File: config.mk
export PLATFORM = sky130hd
export DESIGN_NAME = sic_top
export DESIGN_NICKNAME = d
export VERILOG_FILES = /design/src/sic_pkg.sv /design/src/sic_settle_if.sv /design/src/sic_top.sv /design/src/sic_settle_cnt.sv
export VERILOG_INCLUDE_DIRS = /design/src
export SDC_FILE = /design/constraint.sdc
export NUM_CORES = 1
export LEC_CHECK = 0
export BUFFER_PORTS_ARGS = -buffer_cell sky130_fd_sc_hd__buf_2
export CORE_AREA = 2 2 88 90
export DETAILED_ROUTE_END_ITERATION = 12
export DIE_AREA = 0 0 90 92
export GPL_ROUTABILITY_DRIVEN = 0
export HOLD_SLACK_MARGIN = 0.02
export PLACE_DENSITY = 0.79
export SYNTH_ARGS = -nofsm -noshare
export SYNTH_HDL_FRONTEND = slang
export SYNTH_SLANG_ARGS = --single-unit
File: constraint.sdc
create_clock -name pclk -period 2.23 [get_ports pclk]
set_input_delay 0.1115 -clock pclk [delete_from_list [all_inputs] [get_ports pclk]]
set_output_delay 0.1115 -clock pclk [all_outputs]
set_load 0.01 [all_outputs]
File: src/sic_regs.svh
/*
  Register offsets, field positions, reset values and timing counts of the standby and interrupt control block.
  Assumes a 32-bit APB slave decoding word-aligned byte addresses.
*/
`ifndef SIC_REGS_SVH
`define SIC_REGS_SVH

`define SIC_ADDR_W 8
`define SIC_OFS_REQ 8'h00
`define SIC_OFS_MASK 8'h04
`define SIC_OFS_EDGE 8'h08
`define SIC_OFS_CTRL 8'h0C
`define SIC_OFS_SETTLE 8'h10
`define SIC_OFS_STAT 8'h14
`define SIC_OFS_ISTAT 8'h18
`define SIC_OFS_IMASK 8'h1C

`define SIC_NUM_SRC 8
`define SIC_NUM_EXT 2
`define SIC_MASK_RST 8'hFF
`define SIC_EDGE_USED 8'h3C
`define SIC_CTRL_HALT 0
`define SIC_CTRL_STOP 1
`define SIC_CTRL_LSO_STOP 2
`define SIC_SEL_W 3
`define SIC_SEL_RST 3'h4
`define SIC_SEL_MAX 3'h4
`define SIC_SETTLE_BASE_LOG2 10
`define SIC_CNT_W 16
`define SIC_EV_WAKE 0
`define SIC_EV_SETTLED 1
`define SIC_EV_W 2

`endif

File: src/sic_pkg.sv
/*
  Types shared by the standby and interrupt control block.
  Assumes sic_regs.svh for all numeric constants.
*/
package sic_pkg;
  typedef enum logic [1:0] {
    SIC_RUN,
    SIC_HALT,
    SIC_STOP,
    SIC_SETTLE
  } sic_state_e;
endpackage : sic_pkg

File: src/sic_settle_if.sv
/*
  Carrier between the standby sequencer and its oscillation settle counter.
  Assumes both ends run on pclk.
*/
`include "sic_regs.svh"
interface sic_settle_if;
  logic start;
  logic [`SIC_SEL_W-1:0] sel;
  logic done;
  modport ctl (output start, output sel, input done);
  modport cnt (input start, input sel, output done);
endinterface : sic_settle_if

File: src/sic_top.sv
/*
  Standby (halt/stop) sequencer, oscillator gating and interrupt request/mask flags behind an APB slave.
  Assumes the CPU core, peripherals and oscillators sit outside; pclk is the always-on clock.
*/
// Design decisions made here: the register offsets and register access over APB.
`include "sic_regs.svh"
module sic_top #(
  parameter int SETTLE_BASE_LOG2 = `SIC_SETTLE_BASE_LOG2
) (
  input wire logic pclk,
  input wire logic presetn,
  input wire logic psel,
  input wire logic penable,
  input wire logic pwrite,
  input wire logic [`SIC_ADDR_W-1:0] paddr,
  input wire logic [31:0] pwdata,
  output logic [31:0] prdata,
  output logic pready,
  output logic pslverr,
  input wire logic [`SIC_NUM_EXT-1:0] ext_irq_pin,
  input wire logic [`SIC_NUM_SRC-`SIC_NUM_EXT-1:0] periph_irq,
  input wire logic irq_take,
  input wire logic [2:0] irq_take_id,
  input wire logic lso_sw_stoppable,
  input wire logic xtal_mode,
  output logic irq_ack_req,
  output logic [2:0] irq_ack_id,
  output logic cpu_run,
  output logic sys_clk_run,
  output logic main_osc_run,
  output logic lso_run,
  output logic standby_irq
);
  localparam int NS = `SIC_NUM_SRC;
  localparam int NE = `SIC_NUM_EXT;

  logic [NS-1:0] irq_request_flags;
  logic [NS-1:0] irq_mask_flags;
  logic [7:0] ext_irq_edge_mode_reg;
  logic low_speed_osc_stop_bit;
  logic [`SIC_SEL_W-1:0] osc_settle_time_select;
  logic [`SIC_EV_W-1:0] int_status;
  logic [`SIC_EV_W-1:0] int_mask;
  logic [NE-1:0] ext_s1, ext_s2, ext_s3;
  logic opt_s1, opt_s2, xtal_s1, xtal_s2;
  sic_pkg::sic_state_e state, next_state;
  sic_settle_if sif ();

  // apb decode
  wire logic setup = psel && !penable;
  wire logic wr = psel && penable && pready && pwrite;
  wire logic hit_req = paddr == `SIC_OFS_REQ;
  wire logic hit_mask = paddr == `SIC_OFS_MASK;
  wire logic hit_edge = paddr == `SIC_OFS_EDGE;
  wire logic hit_ctrl = paddr == `SIC_OFS_CTRL;
  wire logic hit_settle = paddr == `SIC_OFS_SETTLE;
  wire logic hit_stat = paddr == `SIC_OFS_STAT;
  wire logic hit_istat = paddr == `SIC_OFS_ISTAT;
  wire logic hit_imask = paddr == `SIC_OFS_IMASK;
  wire logic mapped = hit_req || hit_mask || hit_edge || hit_ctrl || hit_settle || hit_stat || hit_istat || hit_imask;
  wire logic flag_access = psel && (hit_req || hit_mask);

  // external edge detection, pins synchronised first
  wire logic [NE-1:0] ext_rise = ext_s2 & ~ext_s3;
  wire logic [NE-1:0] ext_fall = ~ext_s2 & ext_s3;
  logic [NE-1:0] ext_evt;
  always_comb begin
    for (int i = 0; i < NE; i++) begin
      ext_evt[i] = (ext_rise[i] && ext_irq_edge_mode_reg[2 + 2 * i]) ||
                   (ext_fall[i] && ext_irq_edge_mode_reg[3 + 2 * i]);
    end
  end
  wire logic [NS-1:0] src_set = {periph_irq, ext_evt};
  wire logic [NS-1:0] take_clr = irq_take ? (NS'(1) << irq_take_id) : '0;
  wire logic [NS-1:0] sw_clr = (wr && hit_req) ? ~pwdata[NS-1:0] : '0;
  // set beats both clears so an event on the clearing edge survives
  wire logic [NS-1:0] next_req = (irq_request_flags & ~(take_clr | sw_clr)) | src_set;
  wire logic [NS-1:0] pending = irq_request_flags & ~irq_mask_flags;
  wire logic wake = |pending;

  // lowest index wins; in-service state is not consulted, so nesting is free
  logic [2:0] pend_id;
  always_comb begin
    pend_id = 3'h0;
    for (int i = NS - 1; i >= 0; i--) begin
      if (pending[i]) begin
        pend_id = 3'(i);
      end
    end
  end

  // standby sequencer
  wire logic cmd_halt = wr && hit_ctrl && pwdata[`SIC_CTRL_HALT];
  wire logic cmd_stop = wr && hit_ctrl && pwdata[`SIC_CTRL_STOP];
  always_comb begin
    next_state = state;
    case (state)
      sic_pkg::SIC_RUN: begin
        if (cmd_stop) begin
          next_state = sic_pkg::SIC_STOP;
        end else if (cmd_halt) begin
          next_state = sic_pkg::SIC_HALT;
        end
      end
      sic_pkg::SIC_HALT: begin
        if (wake) begin
          next_state = sic_pkg::SIC_RUN;
        end
      end
      sic_pkg::SIC_STOP: begin
        if (wake) begin
          next_state = xtal_s2 ? sic_pkg::SIC_SETTLE : sic_pkg::SIC_RUN;
        end
      end
      sic_pkg::SIC_SETTLE: begin
        if (sif.done) begin
          next_state = sic_pkg::SIC_RUN;
        end
      end
      default: next_state = sic_pkg::SIC_RUN;
    endcase
  end
  assign sif.start = (state == sic_pkg::SIC_STOP) && (next_state == sic_pkg::SIC_SETTLE);
  assign sif.sel = osc_settle_time_select;
  wire logic left_standby = (state != sic_pkg::SIC_RUN) && (next_state == sic_pkg::SIC_RUN);
  wire logic [`SIC_EV_W-1:0] ev_set = {sif.done, left_standby};
  wire logic [`SIC_EV_W-1:0] ev_clr = (wr && hit_istat) ? pwdata[`SIC_EV_W-1:0] : '0;
  wire logic [`SIC_EV_W-1:0] next_int_status = (int_status & ~ev_clr) | ev_set;
  // option must allow it, else the stop bit is ignored
  wire logic lso_stop_req = low_speed_osc_stop_bit && opt_s2;

  wire logic [31:0] rd_mux =
    hit_req ? 32'(irq_request_flags) :
    hit_mask ? 32'(irq_mask_flags) :
    hit_edge ? 32'(ext_irq_edge_mode_reg) :
    hit_ctrl ? 32'({low_speed_osc_stop_bit, 2'b00}) :
    hit_settle ? 32'(osc_settle_time_select) :
    hit_stat ? 32'({lso_run, xtal_s2, opt_s2, state}) :
    hit_istat ? 32'(int_status) :
    hit_imask ? 32'(int_mask) : 32'h0000_0000;

  sic_settle_cnt #(.BASE_LOG2(SETTLE_BASE_LOG2)) u_settle (
    .pclk(pclk),
    .presetn(presetn),
    .sif(sif.cnt)
  );

  always_ff @(posedge pclk or negedge presetn) begin
    if (!presetn) begin
      {ext_s1, ext_s2, ext_s3} <= '0;
      {opt_s1, opt_s2, xtal_s1, xtal_s2} <= 4'h0;
    end else begin
      ext_s1 <= ext_irq_pin;
      ext_s2 <= ext_s1;
      ext_s3 <= ext_s2;
      opt_s1 <= lso_sw_stoppable;
      opt_s2 <= opt_s1;
      xtal_s1 <= xtal_mode;
      xtal_s2 <= xtal_s1;
    end
  end

  always_ff @(posedge pclk or negedge presetn) begin
    if (!presetn) begin
      pready <= 1'b0;
      pslverr <= 1'b0;
      prdata <= 32'h0000_0000;
    end else begin
      pready <= setup;
      pslverr <= setup && !mapped;
      prdata <= (setup && !pwrite) ? rd_mux : prdata;
    end
  end

  always_ff @(posedge pclk or negedge presetn) begin
    if (!presetn) begin
      irq_request_flags <= '0;
      irq_mask_flags <= `SIC_MASK_RST;
      ext_irq_edge_mode_reg <= 8'h00;
      low_speed_osc_stop_bit <= 1'b0;
      osc_settle_time_select <= `SIC_SEL_RST;
      int_status <= '0;
      int_mask <= '0;
    end else begin
      irq_request_flags <= next_req;
      int_status <= next_int_status;
      if (wr && hit_mask) irq_mask_flags <= pwdata[NS-1:0];
      // unused edge bits are kept zero whatever software writes
      if (wr && hit_edge) ext_irq_edge_mode_reg <= pwdata[7:0] & `SIC_EDGE_USED;
      if (wr && hit_ctrl) low_speed_osc_stop_bit <= pwdata[`SIC_CTRL_LSO_STOP];
      if (wr && hit_settle) osc_settle_time_select <= pwdata[`SIC_SEL_W-1:0];
      if (wr && hit_imask) int_mask <= pwdata[`SIC_EV_W-1:0];
    end
  end

  always_ff @(posedge pclk or negedge presetn) begin
    if (!presetn) begin
      state <= sic_pkg::SIC_RUN;
      irq_ack_req <= 1'b0;
      irq_ack_id <= 3'h0;
      cpu_run <= 1'b1;
      sys_clk_run <= 1'b1;
      main_osc_run <= 1'b1;
      lso_run <= 1'b1;
      standby_irq <= 1'b0;
    end else begin
      state <= next_state;
      irq_ack_req <= wake && !flag_access;
      irq_ack_id <= pend_id;
      cpu_run <= next_state == sic_pkg::SIC_RUN;
      sys_clk_run <= next_state != sic_pkg::SIC_STOP && next_state != sic_pkg::SIC_SETTLE;
      main_osc_run <= next_state != sic_pkg::SIC_STOP;
      lso_run <= !lso_stop_req;
      standby_irq <= |(next_int_status & int_mask);
    end
  end

  a_ack_defer: assert property (@(posedge pclk) disable iff (!presetn)
    flag_access |=> !irq_ack_req) else $error("ack during flag access");
  a_ack_nested: assert property (@(posedge pclk) disable iff (!presetn)
    wake && !flag_access |=> irq_ack_req && irq_ack_id == $past(pend_id)) else $error("ack missing");
  a_lso_option: assert property (@(posedge pclk) disable iff (!presetn)
    !opt_s2 |=> lso_run) else $error("lso stopped without option");
  a_lso_in_stop: assert property (@(posedge pclk) disable iff (!presetn)
    state == sic_pkg::SIC_STOP && lso_run && !lso_stop_req |=> lso_run) else $error("lso lost in stop");
  a_halt_release: assert property (@(posedge pclk) disable iff (!presetn)
    state == sic_pkg::SIC_HALT && wake |=> state == sic_pkg::SIC_RUN ##0 cpu_run) else $error("halt kept");
  a_stop_release: assert property (@(posedge pclk) disable iff (!presetn)
    state == sic_pkg::SIC_STOP && wake |=> state != sic_pkg::SIC_STOP) else $error("stop kept");
  a_settle_wait: assert property (@(posedge pclk) disable iff (!presetn)
    sif.start |=> (state == sic_pkg::SIC_SETTLE && !cpu_run) [*8]) else $error("settle cut short");
  a_stop_clocks: assert property (@(posedge pclk) disable iff (!presetn)
    state == sic_pkg::SIC_STOP |-> !sys_clk_run && !cpu_run && !main_osc_run) else $error("clock in stop");
  a_halt_clocks: assert property (@(posedge pclk) disable iff (!presetn)
    state == sic_pkg::SIC_HALT |-> sys_clk_run && !cpu_run) else $error("halt clocks wrong");
  a_edge_zero: assert property (@(posedge pclk) disable iff (!presetn)
    (ext_irq_edge_mode_reg & ~`SIC_EDGE_USED) == 8'h00) else $error("edge spare bits set");
  c_halt_wake: cover property (@(posedge pclk) disable iff (!presetn)
    state == sic_pkg::SIC_HALT ##1 state == sic_pkg::SIC_RUN);
  c_stop_settle: cover property (@(posedge pclk) disable iff (!presetn) sif.done);
  c_ack_deferred: cover property (@(posedge pclk) disable iff (!presetn) wake && flag_access);
endmodule : sic_top

File: src/sic_settle_cnt.sv
/*
  Oscillation settle wait counter: a start pulse loads 2**(BASE_LOG2+sel) cycles, sel capped at SIC_SEL_MAX, done pulses at the end.
  Assumes start comes from logic on pclk and sel is stable while counting.
*/
`include "sic_regs.svh"
module sic_settle_cnt #(
  parameter int BASE_LOG2 = `SIC_SETTLE_BASE_LOG2
) (
  input wire logic pclk,
  input wire logic presetn,
  sic_settle_if.cnt sif
);
  logic [`SIC_CNT_W-1:0] count;
  logic busy;
  wire logic [`SIC_CNT_W-1:0] load_val;
  wire logic last;

  // selectors above the maximum saturate, so the wait never wraps to something short
  assign load_val = `SIC_CNT_W'(1) << (BASE_LOG2 + int'((sif.sel > `SIC_SEL_MAX) ? `SIC_SEL_MAX : sif.sel));
  assign last = busy && (count == `SIC_CNT_W'(1));

  always_ff @(posedge pclk or negedge presetn) begin
    if (!presetn) begin
      count <= '0;
      busy <= 1'b0;
      sif.done <= 1'b0;
    end else begin
      sif.done <= last;
      if (sif.start) begin
        count <= load_val;
        busy <= 1'b1;
      end else if (busy) begin
        count <= count - `SIC_CNT_W'(1);
        busy <= !last;
      end
    end
  end

  a_settle_len: assert property (@(posedge pclk) disable iff (!presetn)
    sif.start |=> busy && count == $past(load_val)) else $error("settle count not loaded");
endmodule : sic_settle_cnt

# ---- Word level (Yosys, flattened, before mapping)
# Index checks and enable logic that the tools add are counted.
# Widths: inputs -> output; s select.
dict set report op_classes {
  add_sub_neg 2
  n_mul 0
  div 0
  magnitude_cmp 1
  eq_ne 14
  shifts 2
  mux 31
  bitwise_logic 15
  n_reduce_logical 48
}
# operator n
set ops {}
lappend ops {{$add 5x32->32 const A} 1}
lappend ops {{$eq 8x5->1 const B} 4}
lappend ops {{$mux 16} 2}
lappend ops {{$mux 8} 4}
lappend ops {{$shl 1x32->16 const A} 1}
lappend ops {{$mux 3} 9}
lappend ops {{$logic_and 1x1->1} 26}
lappend ops {{$not 8->8} 3}
lappend ops {{$mux 2} 9}
lappend ops {{$and 8x8->8} 2}
lappend ops {{$eq 16x1->1 const B} 1}
lappend ops {{$eq 8x4->1 const B} 2}
lappend ops {{$or 8x8->8} 2}
lappend ops {{$sub 16x1->16 const B} 1}
lappend ops {{$mux 5} 3}
lappend ops {{$logic_or 1x1->1} 9}
lappend ops {{$and 2x2->2} 4}
lappend ops {{$eq 8x3->1 const B} 1}
lappend ops {{$logic_not 8->1} 1}
lappend ops {{$pmux 2 s4} 1}
lappend ops {{$reduce_or 8->1} 1}
lappend ops {{$shl 1x3->8 const A} 1}
lappend ops {{$eq 2x2->1 const B} 3}
lappend ops {{$logic_not 1->1} 6}
lappend ops {{10 further kinds} 16}
dict set report word_totals {
  ff_bits 101
  latch_bits 0
  mem_bits_rw 0
  mem_bits_ro 0
  output_inout_bits 43
  wordCells 141
  memories 0
}

# ---- Depth between registers and ports, before layout
# Gate-level depths: netlist of the first run.
dict set report depth {
  word_depth 13
  ltp_mapped 8
  ltp_nobuf 8
}

# ---- Hierarchy
# Synthesis of the first run repeated with hierarchy kept, for this count alone.
dict set report unflattened {
  hier_cells 360
  area_unflattened_um2 3858.7
}
# module n_inst cells_each area_each_um2
set modules_own_cells {}
lappend modules_own_cells {sic_top 1 264 2887.8}
lappend modules_own_cells {sic_settle_cnt 1 96 970.9}

# ---- Worst setup path after synthesis of the first run
# Ideal clock, no wire load.
dict set report synth_path {
  kind {reg2reg}
  from {register u_settle.count[5]}
  to {register u_settle.count[11]}
  setup_time_ns 0.127
  arrival_ns 1.869
  setup_slack_ns 0.234
  path_stages_with_launch 7
  path_buffers 0
  synth_period_minus_slack_ns 1.996
  path_cell_list {dfrtp_1 -> or3_1 -> or3_4 -> nand2b_4 -> or4_4 -> xor2_1 -> o21ai_2}
}
dict set report synth_between {
  elab_chain_len 3
}
# item line_no
set synth_rtl {}
lappend synth_rtl {{start: declaration} sic_settle_cnt.sv:13} ;# logic [`SIC_CNT_W-1:0] count;
lappend synth_rtl {{start signal: assignment} sic_settle_cnt.sv:30} ;# count <= load_val;
lappend synth_rtl {{start signal: assignment} sic_settle_cnt.sv:33} ;# count <= count - `SIC_CNT_W'(1);
lappend synth_rtl {{$sub 16x1->16} sic_settle_cnt.sv:33}
lappend synth_rtl {{$mux 16} sic_settle_cnt.sv:32} ;# end else if (busy) begin
lappend synth_rtl {{$mux 16} sic_settle_cnt.sv:29} ;# if (sif.start) begin
# Every way passes these cells. The select of a mux whose other input is x is not followed.
# A chain may end at the register's enable or synchronous reset.

# ---- Worst setup path in the final report of the first run
# Ends and elaborated chain as after synthesis.

==> flow_summary.ini, run 1 <==
[status]
outcome = finished clean

[global_route]
grt_antenna_before_repair = 0
gr-total-overflow = 0
track_usage_pct = 21.3
grt_start_max_net_pins = 42
grt_pass1_wl_um = 14000
first_global_vias = 2866

[routing]
wl_per_cell_um = 15.3
remaining_drc_errors = 0
1st_iter_drt_viols = 240
routed_via_density = 5.47
vias = 3023
drt-pass1-iter-count = 5
sum_of_routed_wire_length_over_all_layers_um = 8470
detail-route-antenna-nets = 0

[floorplanning]
die_y_um = 92
die-area_um2 = 8280
fp-row-count = 32
start_util_pct = 51.3
die_x_um = 90
area_of_the_core_region_um2 = 7450
num_io_pins = 102

[pwr]
p_switching_w = 0.000796
pwr-share-comb_pct = 12.1
p_leak_nw = 2.06
internal_portion_of_total_power_w = 0.00218
power.density_nw_per_um2 = 656
switching_share_of_total_power_pct = 26.8
clkPwrFrac_pct = 37.0
p_seq_share_pct = 50.9
vdd_ir_drop_max_uv = 335

[timing]
finalSetupViolCount = 0
rsz0062_at_grt = false
finalHoldViolCount = 0
final.period_utilization_pct = 95.2
setup_total_negative_slack_ns = 0
slew_worst_pin_ns = 0.636
final_max_slew_viol_count = 0
fin_worst_skew_ns = 0.0151
clock.fmax_ghz = 0.471
layout_min_cycle_time_ns = 2.12
relSlewSlack_pct = 57.6

[clocking]
post_cts.repair.setup_buffers = 0
clkTransAtPathRegs_ns = 0.09
numClockSinks = 77
clock_tree.root_cell = sky130_fd_sc_hd__clkbuf_8
clock_insertion_delay_worst_skew_ns = 0.36
cts.htree.levels = 3
clockBufferDepth = 2
cts_inserted_buffers = 9
tritoncts = yes

[min_path]
worst_hold_path_type = input port to flip-flop

[logic_synthesis]
synth_enable_flop_cells = 0
synth_top_cells_by_area = sky130_fd_sc_hd__dfrtp_1 (42%), sky130_fd_sc_hd__dfstp_2 (8.9%), sky130_fd_sc_hd__mux2_2 (5.3%)
yosysTopAreaCellShare_pct = 41.9
post_synth_instance_area_um2 = 3820
proportion_of_synthesized_flip_flops_having_asynchronous_set_or_reset_pct = 100
synth_top_area_cell = sky130_fd_sc_hd__dfrtp_1
seq_total_area_yosys_pct = 50.8
synth.avg_cell_area_um2 = 10.3
ys_seq_elements = 77
synth.lib_cells_used.distinct = 57
synth_cells = 372
synth_flop_cell = sky130_fd_sc_hd__dfrtp_1
number_of_warnings_issued_by_yosys = 0

[setup_path]
crit_required_ns = 2.48
cp_cell_sequence = or3_1 > or3_4 > nand2b_4 > or4_4 > xor2_1 > o21ai_2
critPathMaxStageDelay_ns = 0.42
cp.arrival_ns = 2.37
crit_path_top_delay_cell = sky130_fd_sc_hd__or3_1
setup.worst_path.end_class = flip-flop
critical_path_class = flip-flop to flip-flop
worstSetupStartpointType = flip-flop
rrSetupSlack_ns = 0.11
worst-path-max-fanout = 4

[layout]
antenna_cells_inserted = 0
layout.filler_cells = 605
largest_reg_flops = 16
area_delta_synth_final_pct = 18.5
design_area_um2 = 4530
fin_nets = 508
max_flop_register = u_settle.count
post_route_cells_drive_above_1_share_pct = 26.4

[place]
dp_hpwl_um = 5930
place.port_buffers = 53
total_placed_instance_area_um2 = 4160

[job]
drv.max_cap_violation_count = 0
## layout make-up
type / count / area (um2) / area share (%)
well taps: 102 / 128 / 2.82
clock buffers: 10 / 138 / 3.04
repair buffers: 77 / 498 / 11.0
flip-flops and latches: 77 / 1940 / 42.9
multi-input cells: 273 / 1720 / 38.0
inverters: 8 / 30.0 / 0.663
clock inverters: 6 / 71.3 / 1.57
## power by group through the flow
stage          sequential (W)  combinational (W)  clock, W
3_3_place_gp          0.00153           0.000316         0
3_5_place_dp          0.00154           0.000331         0
4_1_cts               0.00151           0.000354   0.00113
5_1_grt               0.00152           0.000401   0.00119
2_1_floorplan         0.00154           0.000219         0
6_report              0.00151           0.000359   0.00110
## what timing repair did
item	in CTS	in global routing
gates resized for setup	0	3
endpoints found under the setup margin	0	3
hold endpoints to repair	46	0
hold buffers	15	0
## worst paths after layout
check                                  start  depth (start not counted)            endpoint
max                        u_settle.count[5]                          6  u_settle.count[11]
min                                pwdata[3]                          2   irq_mask_flags[3]
max reg2reg                u_settle.count[5]                          6  u_settle.count[11]
min reg2reg                        ext_s1[1]                          0           ext_s2[1]
max in group asynchronous            presetn                          3   irq_mask_flags[1]
min in group asynchronous            presetn                          2   u_settle.count[3]
## cells in the final DEF (no fill, tap or decap), types with 8 or more instances in the layout
cell,netlist,final
sky130_fd_sc_hd__xnor2_1,9,9
sky130_fd_sc_hd__o21ai_0,17,17
sky130_fd_sc_hd__buf_2,1,52
sky130_fd_sc_hd__nand2_1,27,27
sky130_fd_sc_hd__dlygate4sd3_1,0,15
sky130_fd_sc_hd__buf_4,24,9
sky130_fd_sc_hd__conb_1,1,24
sky130_fd_sc_hd__dfrtp_1,64,64
sky130_fd_sc_hd__dfstp_2,13,13
sky130_fd_sc_hd__nor3_1,14,12
sky130_fd_sc_hd__clkbuf_8,0,10
sky130_fd_sc_hd__inv_1,8,8
sky130_fd_sc_hd__mux2_2,18,18
sky130_fd_sc_hd__nor2b_1,13,13
sky130_fd_sc_hd__nand3_1,14,14
sky130_fd_sc_hd__nand2b_1,19,19
sky130_fd_sc_hd__a21oi_1,9,9
sky130_fd_sc_hd__nor2_1,31,31
## cells in the mapped netlist (2+ instances only)
| master | count |
|---|---|
| sky130_fd_sc_hd__or3_1 | 3 |
| sky130_fd_sc_hd__nor2_1 | 31 |
| sky130_fd_sc_hd__a221oi_1 | 2 |
| sky130_fd_sc_hd__ha_1 | 3 |
| sky130_fd_sc_hd__nand2_1 | 27 |
| sky130_fd_sc_hd__o21ai_0 | 17 |
| sky130_fd_sc_hd__clkbuf_1 | 11 |
| sky130_fd_sc_hd__a31oi_1 | 3 |
| sky130_fd_sc_hd__nor4_1 | 4 |
| sky130_fd_sc_hd__nor2b_1 | 13 |
| sky130_fd_sc_hd__nand2b_1 | 19 |
| sky130_fd_sc_hd__xor2_1 | 4 |
| sky130_fd_sc_hd__buf_4 | 24 |
| sky130_fd_sc_hd__o21bai_1 | 2 |
| sky130_fd_sc_hd__nor3b_1 | 3 |
| sky130_fd_sc_hd__nand3b_1 | 4 |
| sky130_fd_sc_hd__dfrtp_1 | 64 |
| sky130_fd_sc_hd__xnor2_1 | 9 |
| sky130_fd_sc_hd__and3_1 | 4 |
| sky130_fd_sc_hd__mux2_2 | 18 |
| sky130_fd_sc_hd__a21oi_1 | 9 |
| sky130_fd_sc_hd__a22oi_1 | 3 |
| sky130_fd_sc_hd__a22o_1 | 3 |
| sky130_fd_sc_hd__o221ai_1 | 6 |
| sky130_fd_sc_hd__o31ai_1 | 4 |
| sky130_fd_sc_hd__inv_1 | 8 |
| sky130_fd_sc_hd__nor3_1 | 14 |
| sky130_fd_sc_hd__o211ai_1 | 3 |
| sky130_fd_sc_hd__dfstp_2 | 13 |
| sky130_fd_sc_hd__nand3_1 | 14 |
| sky130_fd_sc_hd__mux2i_1 | 4 |
## per-stage QoR
stage	hold slack [ns]	worst slack (ns)	power (W)	util [%]	instances
after floorplan	-0.184	0.234	0.00175	-	395
after global placement	0.0935	0.200	0.00185	55.8	522
after detailed placement	0.107	0.118	0.00187	55.8	522
after CTS	0.0242	0.0350	0.00299	60.6	553
after global routing	0.0202	0.0386	0.00311	60.8	553
final	0.0259	0.108	0.00297	60.8	553
## cells by family (layout without fill, tap and decap cells)
| logic type | count (synthesis) | after routing | share of synthesized area, % |
|---|---|---|---|
| DFF | 77 | 77 | 50.8 |
| buffers and inverters | 45 | 101 | 6.81 |
| xor gates and xnor gates | 13 | 13 | 2.98 |
| AOI/OAI and AO/OA | 64 | 64 | 11.5 |
| and+or+nand+nor | 147 | 147 | 20.5 |
| adders and majority gates | 3 | 3 | 0.982 |
| muxes | 22 | 22 | 6.35 |
| other | 1 | 24 | 0.0981 |
## worst max-delay path: cells and delay by family, from the launching register on
family / cells / cell delay [ns]
XOR/XNOR: 1 / 0.18
flip-flops: 1 / 0.41
AO/OA/AOI/OAI: 1 / 0.06
AND/OR/NAND/NOR: 4 / 1.37
## layer usage
metal  part of all wire [%]  vias to the layer above  global-route usage (%)
met5                      0                        -                       0
met4                    2.5                        0                    8.72
met3                    6.6                       23                    4.93
met2                     51                      129                    35.7
met1                     40                     1463                    26.8
li1                       -                     1408                       -
Note: power is estimated with default switching activity, not from simulation.
==> run 2: changes to the inputs <==
--- a/config.mk
+++ b/config.mk
@@ -12,6 +12,7 @@
 export DIE_AREA = 0 0 90 92
 export GPL_ROUTABILITY_DRIVEN = 0
 export HOLD_SLACK_MARGIN = 0.02
+export MAX_ROUTING_LAYER = met4
 export PLACE_DENSITY = 0.79
 export SYNTH_ARGS = -nofsm -noshare
 export SYNTH_HDL_FRONTEND = slang
==> run 2 against run 1 <==
Final cell count did not move. Power fell by 0.16%. Routed wire length barely moved. Utilization did not move. Die area did not move. Sequential share of layout area did not move. Worst hold slack improved by 0.0027 ns. Worst setup slack got worse by 0.0037 ns. Clock-buffer cell count did not move. Fmax fell by 0.17%. Critical path depth did not move. First-iteration DRC count fell by 3.8%.
==> flow_summary.ini, run 2 (same netlist as run 1, synthesis figures left out) <==
[global_route]
track_usage_pct = 21.8
gr-total-overflow = 0
grt_antenna_before_repair = 0
grt_start_max_net_pins = 42
grt_pass1_wl_um = 13900
first_global_vias = 2892

[routing]
routed_via_density = 5.46
detail-route-antenna-nets = 0
sum_of_routed_wire_length_over_all_layers_um = 8470
wl_per_cell_um = 15.3
drt-pass1-iter-count = 7
vias = 3019
remaining_drc_errors = 0
1st_iter_drt_viols = 231

[floorplanning]
fp-row-count = 32
start_util_pct = 51.3
area_of_the_core_region_um2 = 7450
die_x_um = 90
die-area_um2 = 8280
num_io_pins = 102
die_y_um = 92

[setup_path]
cp_cell_sequence = or3_1 > or3_4 > nand2b_4 > or4_4 > xor2_1 > o21ai_2
critPathMaxStageDelay_ns = 0.42
worst-path-max-fanout = 4
crit_path_top_delay_cell = sky130_fd_sc_hd__or3_1
crit_path_start = u_settle.count[5]
crit_required_ns = 2.47
setup.worst_path.end_class = flip-flop
critical_path_class = flip-flop to flip-flop
worstSetupStartpointType = flip-flop
rrSetupSlack_ns = 0.10
launching_point_of_the_worst_reg2reg_path = u_settle.count[5]
cp.arrival_ns = 2.37

[layout]
fin_nets = 508
post_route_cells_drive_above_1_share_pct = 26.4
seq_area_um2 = 1940
layout_commonest_cell = sky130_fd_sc_hd__dfrtp_1
largest_reg_flops = 16
layout.filler_cells = 605
layout_common_cells = sky130_fd_sc_hd__dfrtp_1 (64), sky130_fd_sc_hd__buf_2 (52), sky130_fd_sc_hd__nor2_1 (31)
utilization_pct = 60.8
antenna_cells_inserted = 0
area_occupied_by_multi_input_gates_um2 = 1720
max_flop_register = u_settle.count
design_area_um2 = 4530
area_delta_synth_final_pct = 18.5

[pwr]
pwr-share-comb_pct = 12.1
switching_share_of_total_power_pct = 26.7
p_leak_nw = 2.06
power_w = 0.00297
p_seq_share_pct = 51.0
vdd_ir_drop_max_uv = 334
power.density_nw_per_um2 = 655
internal_portion_of_total_power_w = 0.00218
p_switching_w = 0.000792
clkPwrFrac_pct = 36.9

[min_path]
min-delay-start = pwdata[3]
worst_hold_path_type = input port to flip-flop

[place]
total_placed_instance_area_um2 = 4160
place.port_buffers = 53
dp_hpwl_um = 5930

[timing]
final_max_slew_viol_count = 0
hold-worst-slack_ns = 0.0286
layout_min_cycle_time_ns = 2.13
rsz0062_at_grt = false
slew_worst_pin_ns = 0.641
finalHoldViolCount = 0
clock.fmax_ghz = 0.470
finalSetupViolCount = 0
fin_worst_skew_ns = 0.0139
final.period_utilization_pct = 95.3
setup_total_negative_slack_ns = 0
relSlewSlack_pct = 57.3

[clocking]
cts_inserted_buffers = 9
clock_tree.root_cell = sky130_fd_sc_hd__clkbuf_8
cts.htree.levels = 3
tritoncts = yes
clock_insertion_delay_worst_skew_ns = 0.36
clkTransAtPathRegs_ns = 0.09
clockBufferDepth = 2
numClockSinks = 77

[job]
drv.max_cap_violation_count = 0

[status]
outcome = finished clean
## run 2: final timing paths
kind / to / cells after the start
worst max-delay path: u_settle.count[11] / 6
worst min-delay path: irq_mask_flags[3] / 2
worst max register to register: u_settle.count[11] / 6
worst min register to register: ext_s2[1] / 0
max in group asynchronous: irq_mask_flags[1] / 3
min in group asynchronous: u_settle.count[3] / 2
## run 2: final cells by class
class	count	share of cell area [%]
flip-flops and latches	77	42.9
well taps	102	2.82
clock inverters	6	1.57
clock buffers	10	3.04
multi-input cells	273	38.0
inverters	8	0.663
repair buffers	77	11.0
## run 2: power groups by stage
stage | registers, W | clock network [W] | logic (W)
final | 0.00151 | 0.00110 | 0.000359
after CTS | 0.00151 | 0.00113 | 0.000354
after detailed placement | 0.00154 | 0 | 0.000331
after floorplan | 0.00154 | 0 | 0.000219
after global placement | 0.00153 | 0 | 0.000316
after global routing | 0.00152 | 0.00119 | 0.000401
## run 2: stage by stage
stage          setup WS, ns  instances
2_1_floorplan         0.234        395
3_5_place_dp          0.118        522
3_3_place_gp          0.200        522
6_report              0.104        553
5_1_grt              0.0386        553
4_1_cts              0.0350        553
## run 2: routing by layer
metal  vias up  share of wire [%]  global-route usage, %  wire length (um)
met2       115                 51                   35.5              4280
met4         0                2.9                   10.1               247
met5         -                  0                      -                 0
met3        31                5.2                   4.19               443
met1      1469                 41                   26.6              3490
li1       1404                  -                      -                 -
## run 2: worst max-delay path, delay by kind of cell (launching register included)
| kind | cells | cell delay [ns] |
|---|---|---|
| flip-flops | 1 | 0.41 |
| XOR/XNOR | 1 | 0.18 |
| AND/OR/NAND/NOR | 4 | 1.37 |
| AO/OA/AOI/OAI | 1 | 0.06 |
## run 2: timing repair
action,4_1_cts,5_1_grt
setup endpoints to repair,0,3
resized for setup,0,3
hold buffers,15,0
endpoints found under the hold margin,46,0
setup buffers,0,0
==> run 3: changes to the inputs <==
--- a/config.mk
+++ b/config.mk
@@ -6,14 +6,16 @@
 export SDC_FILE = /design/constraint.sdc
 export NUM_CORES = 1
 export LEC_CHECK = 0
+export ABC_AREA = 0
 export BUFFER_PORTS_ARGS = -buffer_cell sky130_fd_sc_hd__buf_2
-export CORE_AREA = 2 2 88 90
+export CORE_AREA = 2 2 89 91
 export DETAILED_ROUTE_END_ITERATION = 12
-export DIE_AREA = 0 0 90 92
+export DIE_AREA = 0 0 91 93
 export GPL_ROUTABILITY_DRIVEN = 0
 export HOLD_SLACK_MARGIN = 0.02
 export MAX_ROUTING_LAYER = met4
-export PLACE_DENSITY = 0.79
+export PLACE_DENSITY = 0.78
 export SYNTH_ARGS = -nofsm -noshare
 export SYNTH_HDL_FRONTEND = slang
+export SYNTH_HIERARCHICAL = 1
 export SYNTH_SLANG_ARGS = --single-unit
==> run 3 against run 2 <==
Combinational power grew 2%. Synthesized cell count fell by 3.2%. Flip-flop and latch count did not move. Register-to-register slack worse by 0.08 ns. Worst setup slack lost 0.080 ns. Critical path type unchanged. Critical endpoint is now u_settle/count[15]. Largest cell class unchanged.
==> flow_summary.ini, run 3 <==
[status]
outcome = finished clean

[global_route]
grt_pass1_wl_um = 13500
track_usage_pct = 21.1
gr-total-overflow = 0
first_global_vias = 2860
grt_antenna_before_repair = 0
grt_start_max_net_pins = 47

[timing]
final.period_utilization_pct = 98.9
clock.fmax_ghz = 0.453
postLayoutSetupSlackWorst_ns = 0.0237
hold-worst-slack_ns = 0.0432
finalHoldViolCount = 0
final_max_slew_viol_count = 0
slew_worst_pin_ns = 0.559
finalSetupViolCount = 0
layout_min_cycle_time_ns = 2.21
fin_worst_skew_ns = 0.0121
rsz0062_at_grt = true
relSlewSlack_pct = 61.8

[place]
place_worst_setup_slack_ns = -0.0207
total_placed_instance_area_um2 = 4220
place.port_buffers = 53
dp_hpwl_um = 5840

[floorplanning]
start_util_pct = 51.3
num_io_pins = 102
die_x_um = 91
die-area_um2 = 8460
area_of_the_core_region_um2 = 7530
fp-row-count = 32
die_y_um = 93

[layout]
area_delta_synth_final_pct = 19.8
utilization_pct = 61.4
design_area_um2 = 4620
area_occupied_by_multi_input_gates_um2 = 1730
layout.filler_cells = 613
max_flop_register = u_settle/count
seq_area_um2 = 1940
layout_common_cells = sky130_fd_sc_hd__dfrtp_1 (64), sky130_fd_sc_hd__buf_2 (52), sky130_fd_sc_hd__nand2_1 (29)
layout_commonest_cell = sky130_fd_sc_hd__dfrtp_1
post_route_cells_drive_above_1_share_pct = 28.9
antenna_cells_inserted = 0
largest_reg_flops = 16
fin_nets = 503

[setup_path]
critPathMaxStageDelay_ns = 0.55
worst-path-max-fanout = 8
worst_path_dominant_cell_family = simple AND/OR/NAND/NOR gates
crit_path_top_delay_cell = sky130_fd_sc_hd__dfstp_2
crit_required_ns = 2.53
worstSetupStartpointType = flip-flop
cp_cell_sequence = nor2b_1 > or4_4 > o21a_1 > and2_4 > or4_1 > nand2_1
cp.arrival_ns = 2.50
rrSetupSlack_ns = 0.02
critical_path_class = flip-flop to flip-flop
setup.worst_path.end_class = flip-flop
crit_buf_inv = 0

[clocking]
clock_tree.root_cell = sky130_fd_sc_hd__clkbuf_8
cts.htree.levels = 3
tritoncts = yes
numClockSinks = 77
clockBufferDepth = 2
cts_inserted_buffers = 9
clkTransAtPathRegs_ns = 0.08
clock_insertion_delay_worst_skew_ns = 0.35

[pwr]
power.density_nw_per_um2 = 638
vdd_ir_drop_max_uv = 434
p_leak_nw = 2.10

[logic_synthesis]
synth_flop_cell = sky130_fd_sc_hd__dfrtp_1
post_synth_instance_area_um2 = 3860
synth_commonest_cells = sky130_fd_sc_hd__dfrtp_1 (64), sky130_fd_sc_hd__nand2_1 (29), sky130_fd_sc_hd__buf_4 (24)
yosysMostFrequentCell = sky130_fd_sc_hd__dfrtp_1
number_of_warnings_issued_by_yosys = 6
synth_top_area_cell = sky130_fd_sc_hd__dfrtp_1
seq_total_area_yosys_pct = 50.4
synth.lib_cells_used.distinct = 66
synth_top_cells_by_area = sky130_fd_sc_hd__dfrtp_1 (42%), sky130_fd_sc_hd__dfstp_2 (8.9%), sky130_fd_sc_hd__mux2_2 (5.5%)
synth.avg_cell_area_um2 = 10.7
synth_cells = 360
proportion_of_synthesized_flip_flops_having_asynchronous_set_or_reset_pct = 100
ys_seq_elements = 77
synth_enable_flop_cells = 0
yosysTopAreaCellShare_pct = 41.5

[routing]
sum_of_routed_wire_length_over_all_layers_um = 8280
1st_iter_drt_viols = 173
routed_via_density = 5.45
wl_per_cell_um = 15.1
detail-route-antenna-nets = 0
vias = 2993
remaining_drc_errors = 0
drt-pass1-iter-count = 5

[min_path]
worst_hold_path_type = input port to flip-flop

[job]
drv.max_cap_violation_count = 0
==> run 3: changes by cell type after synthesis, sizes merged, moves of 4 or more <==
| cell | delta |
|---|---|
| nor3 | -11 |
| nand3 | -9 |
| nor2 | -8 |
| xnor2 | -7 |
| xor2 | +6 |
| and2 | +5 |
| buf | +4 |
| nand2b | -4 |
| nand4 | +4 |
| or3 | -4 |
==> run 3: routing by layer <==
layer  wire (um)  vias to the layer above  global-route usage, %
li1            -                     1412                      -
met5           0                        -                      -
met3         531                       24                   4.35
met1        3450                     1434                   25.9
met2        4030                      123                   33.3
met4         272                        0                   11.4
==> run 3: cell type report <==
class                           count  area share [%]
Multi-Input combinational cell    257            37.5
Clock buffer                       12            3.14
Timing Repair Buffer               86            12.4
Tap cell                          102            2.76
Inverter                           11           0.893
Clock inverter                      4            1.22
Sequential cell                    77            42.0
==> run 3: what timing repair did <==
action | CTS | global route
endpoints found under the hold margin | 48 | 0
hold buffers | 17 | 0
pin swaps | 0 | 1
setup endpoints to repair | 2 | 2
setup buffers | 0 | 3
resized for setup | 1 | 1
==> run 3: worst register-to-register path: stages (launching register included) <==
cell	delay, ns
sky130_fd_sc_hd__dfstp_2	0.55
sky130_fd_sc_hd__nor2b_1	0.05
sky130_fd_sc_hd__or4_4	0.55
sky130_fd_sc_hd__o21a_1	0.22
sky130_fd_sc_hd__and2_4	0.20
sky130_fd_sc_hd__or4_1	0.51
sky130_fd_sc_hd__nand2_1	0.07
==> run 3: cell families (layout without fill, tap and decap cells) <==
logic type | count (synthesis) | in the layout | share of synthesized area, %
flops | 77 | 77 | 50.4
xor+xnor | 12 | 12 | 2.72
other cells | 1 | 24 | 0.0972
fa+ha+maj | 2 | 2 | 0.648
compound gates | 75 | 75 | 14.0
buf+inv | 49 | 113 | 7.23
mux | 21 | 21 | 6.39
simple gates | 123 | 123 | 18.5
==> run 3: worst paths after layout <==
path                                    from                 end  depth (start not counted)
max reg2reg                irq_mask_flags[6]  u_settle/count[15]                          6
min in group asynchronous            presetn   u_settle/count[3]                          2
min                                pwdata[4]   irq_mask_flags[4]                          2
max                        irq_mask_flags[6]  u_settle/count[15]                          6
max in group asynchronous            presetn   irq_mask_flags[7]                          3
min reg2reg                          xtal_s1             xtal_s2                          0
==> run 3: through the flow <==
stage / power [W] / TNS, ns / cells
2_1_floorplan: 0.00177 / 0 / 383
3_3_place_gp: 0.00187 / 0 / 513
3_5_place_dp: 0.00188 / -0.0272 / 513
4_1_cts: 0.00298 / 0 / 546
5_1_grt: 0.00308 / -0.0379 / 549
6_report: 0.00295 / 0 / 549
==> run 3: report_power, final <==
group	leakage [nW]	internal (W)	switching, W
clock network	0.101	0.000557	0.000516
registers	0.956	0.00145	0.0000578
logic	1.04	0.000158	0.000208
total	2.10	0.00217	0.000782
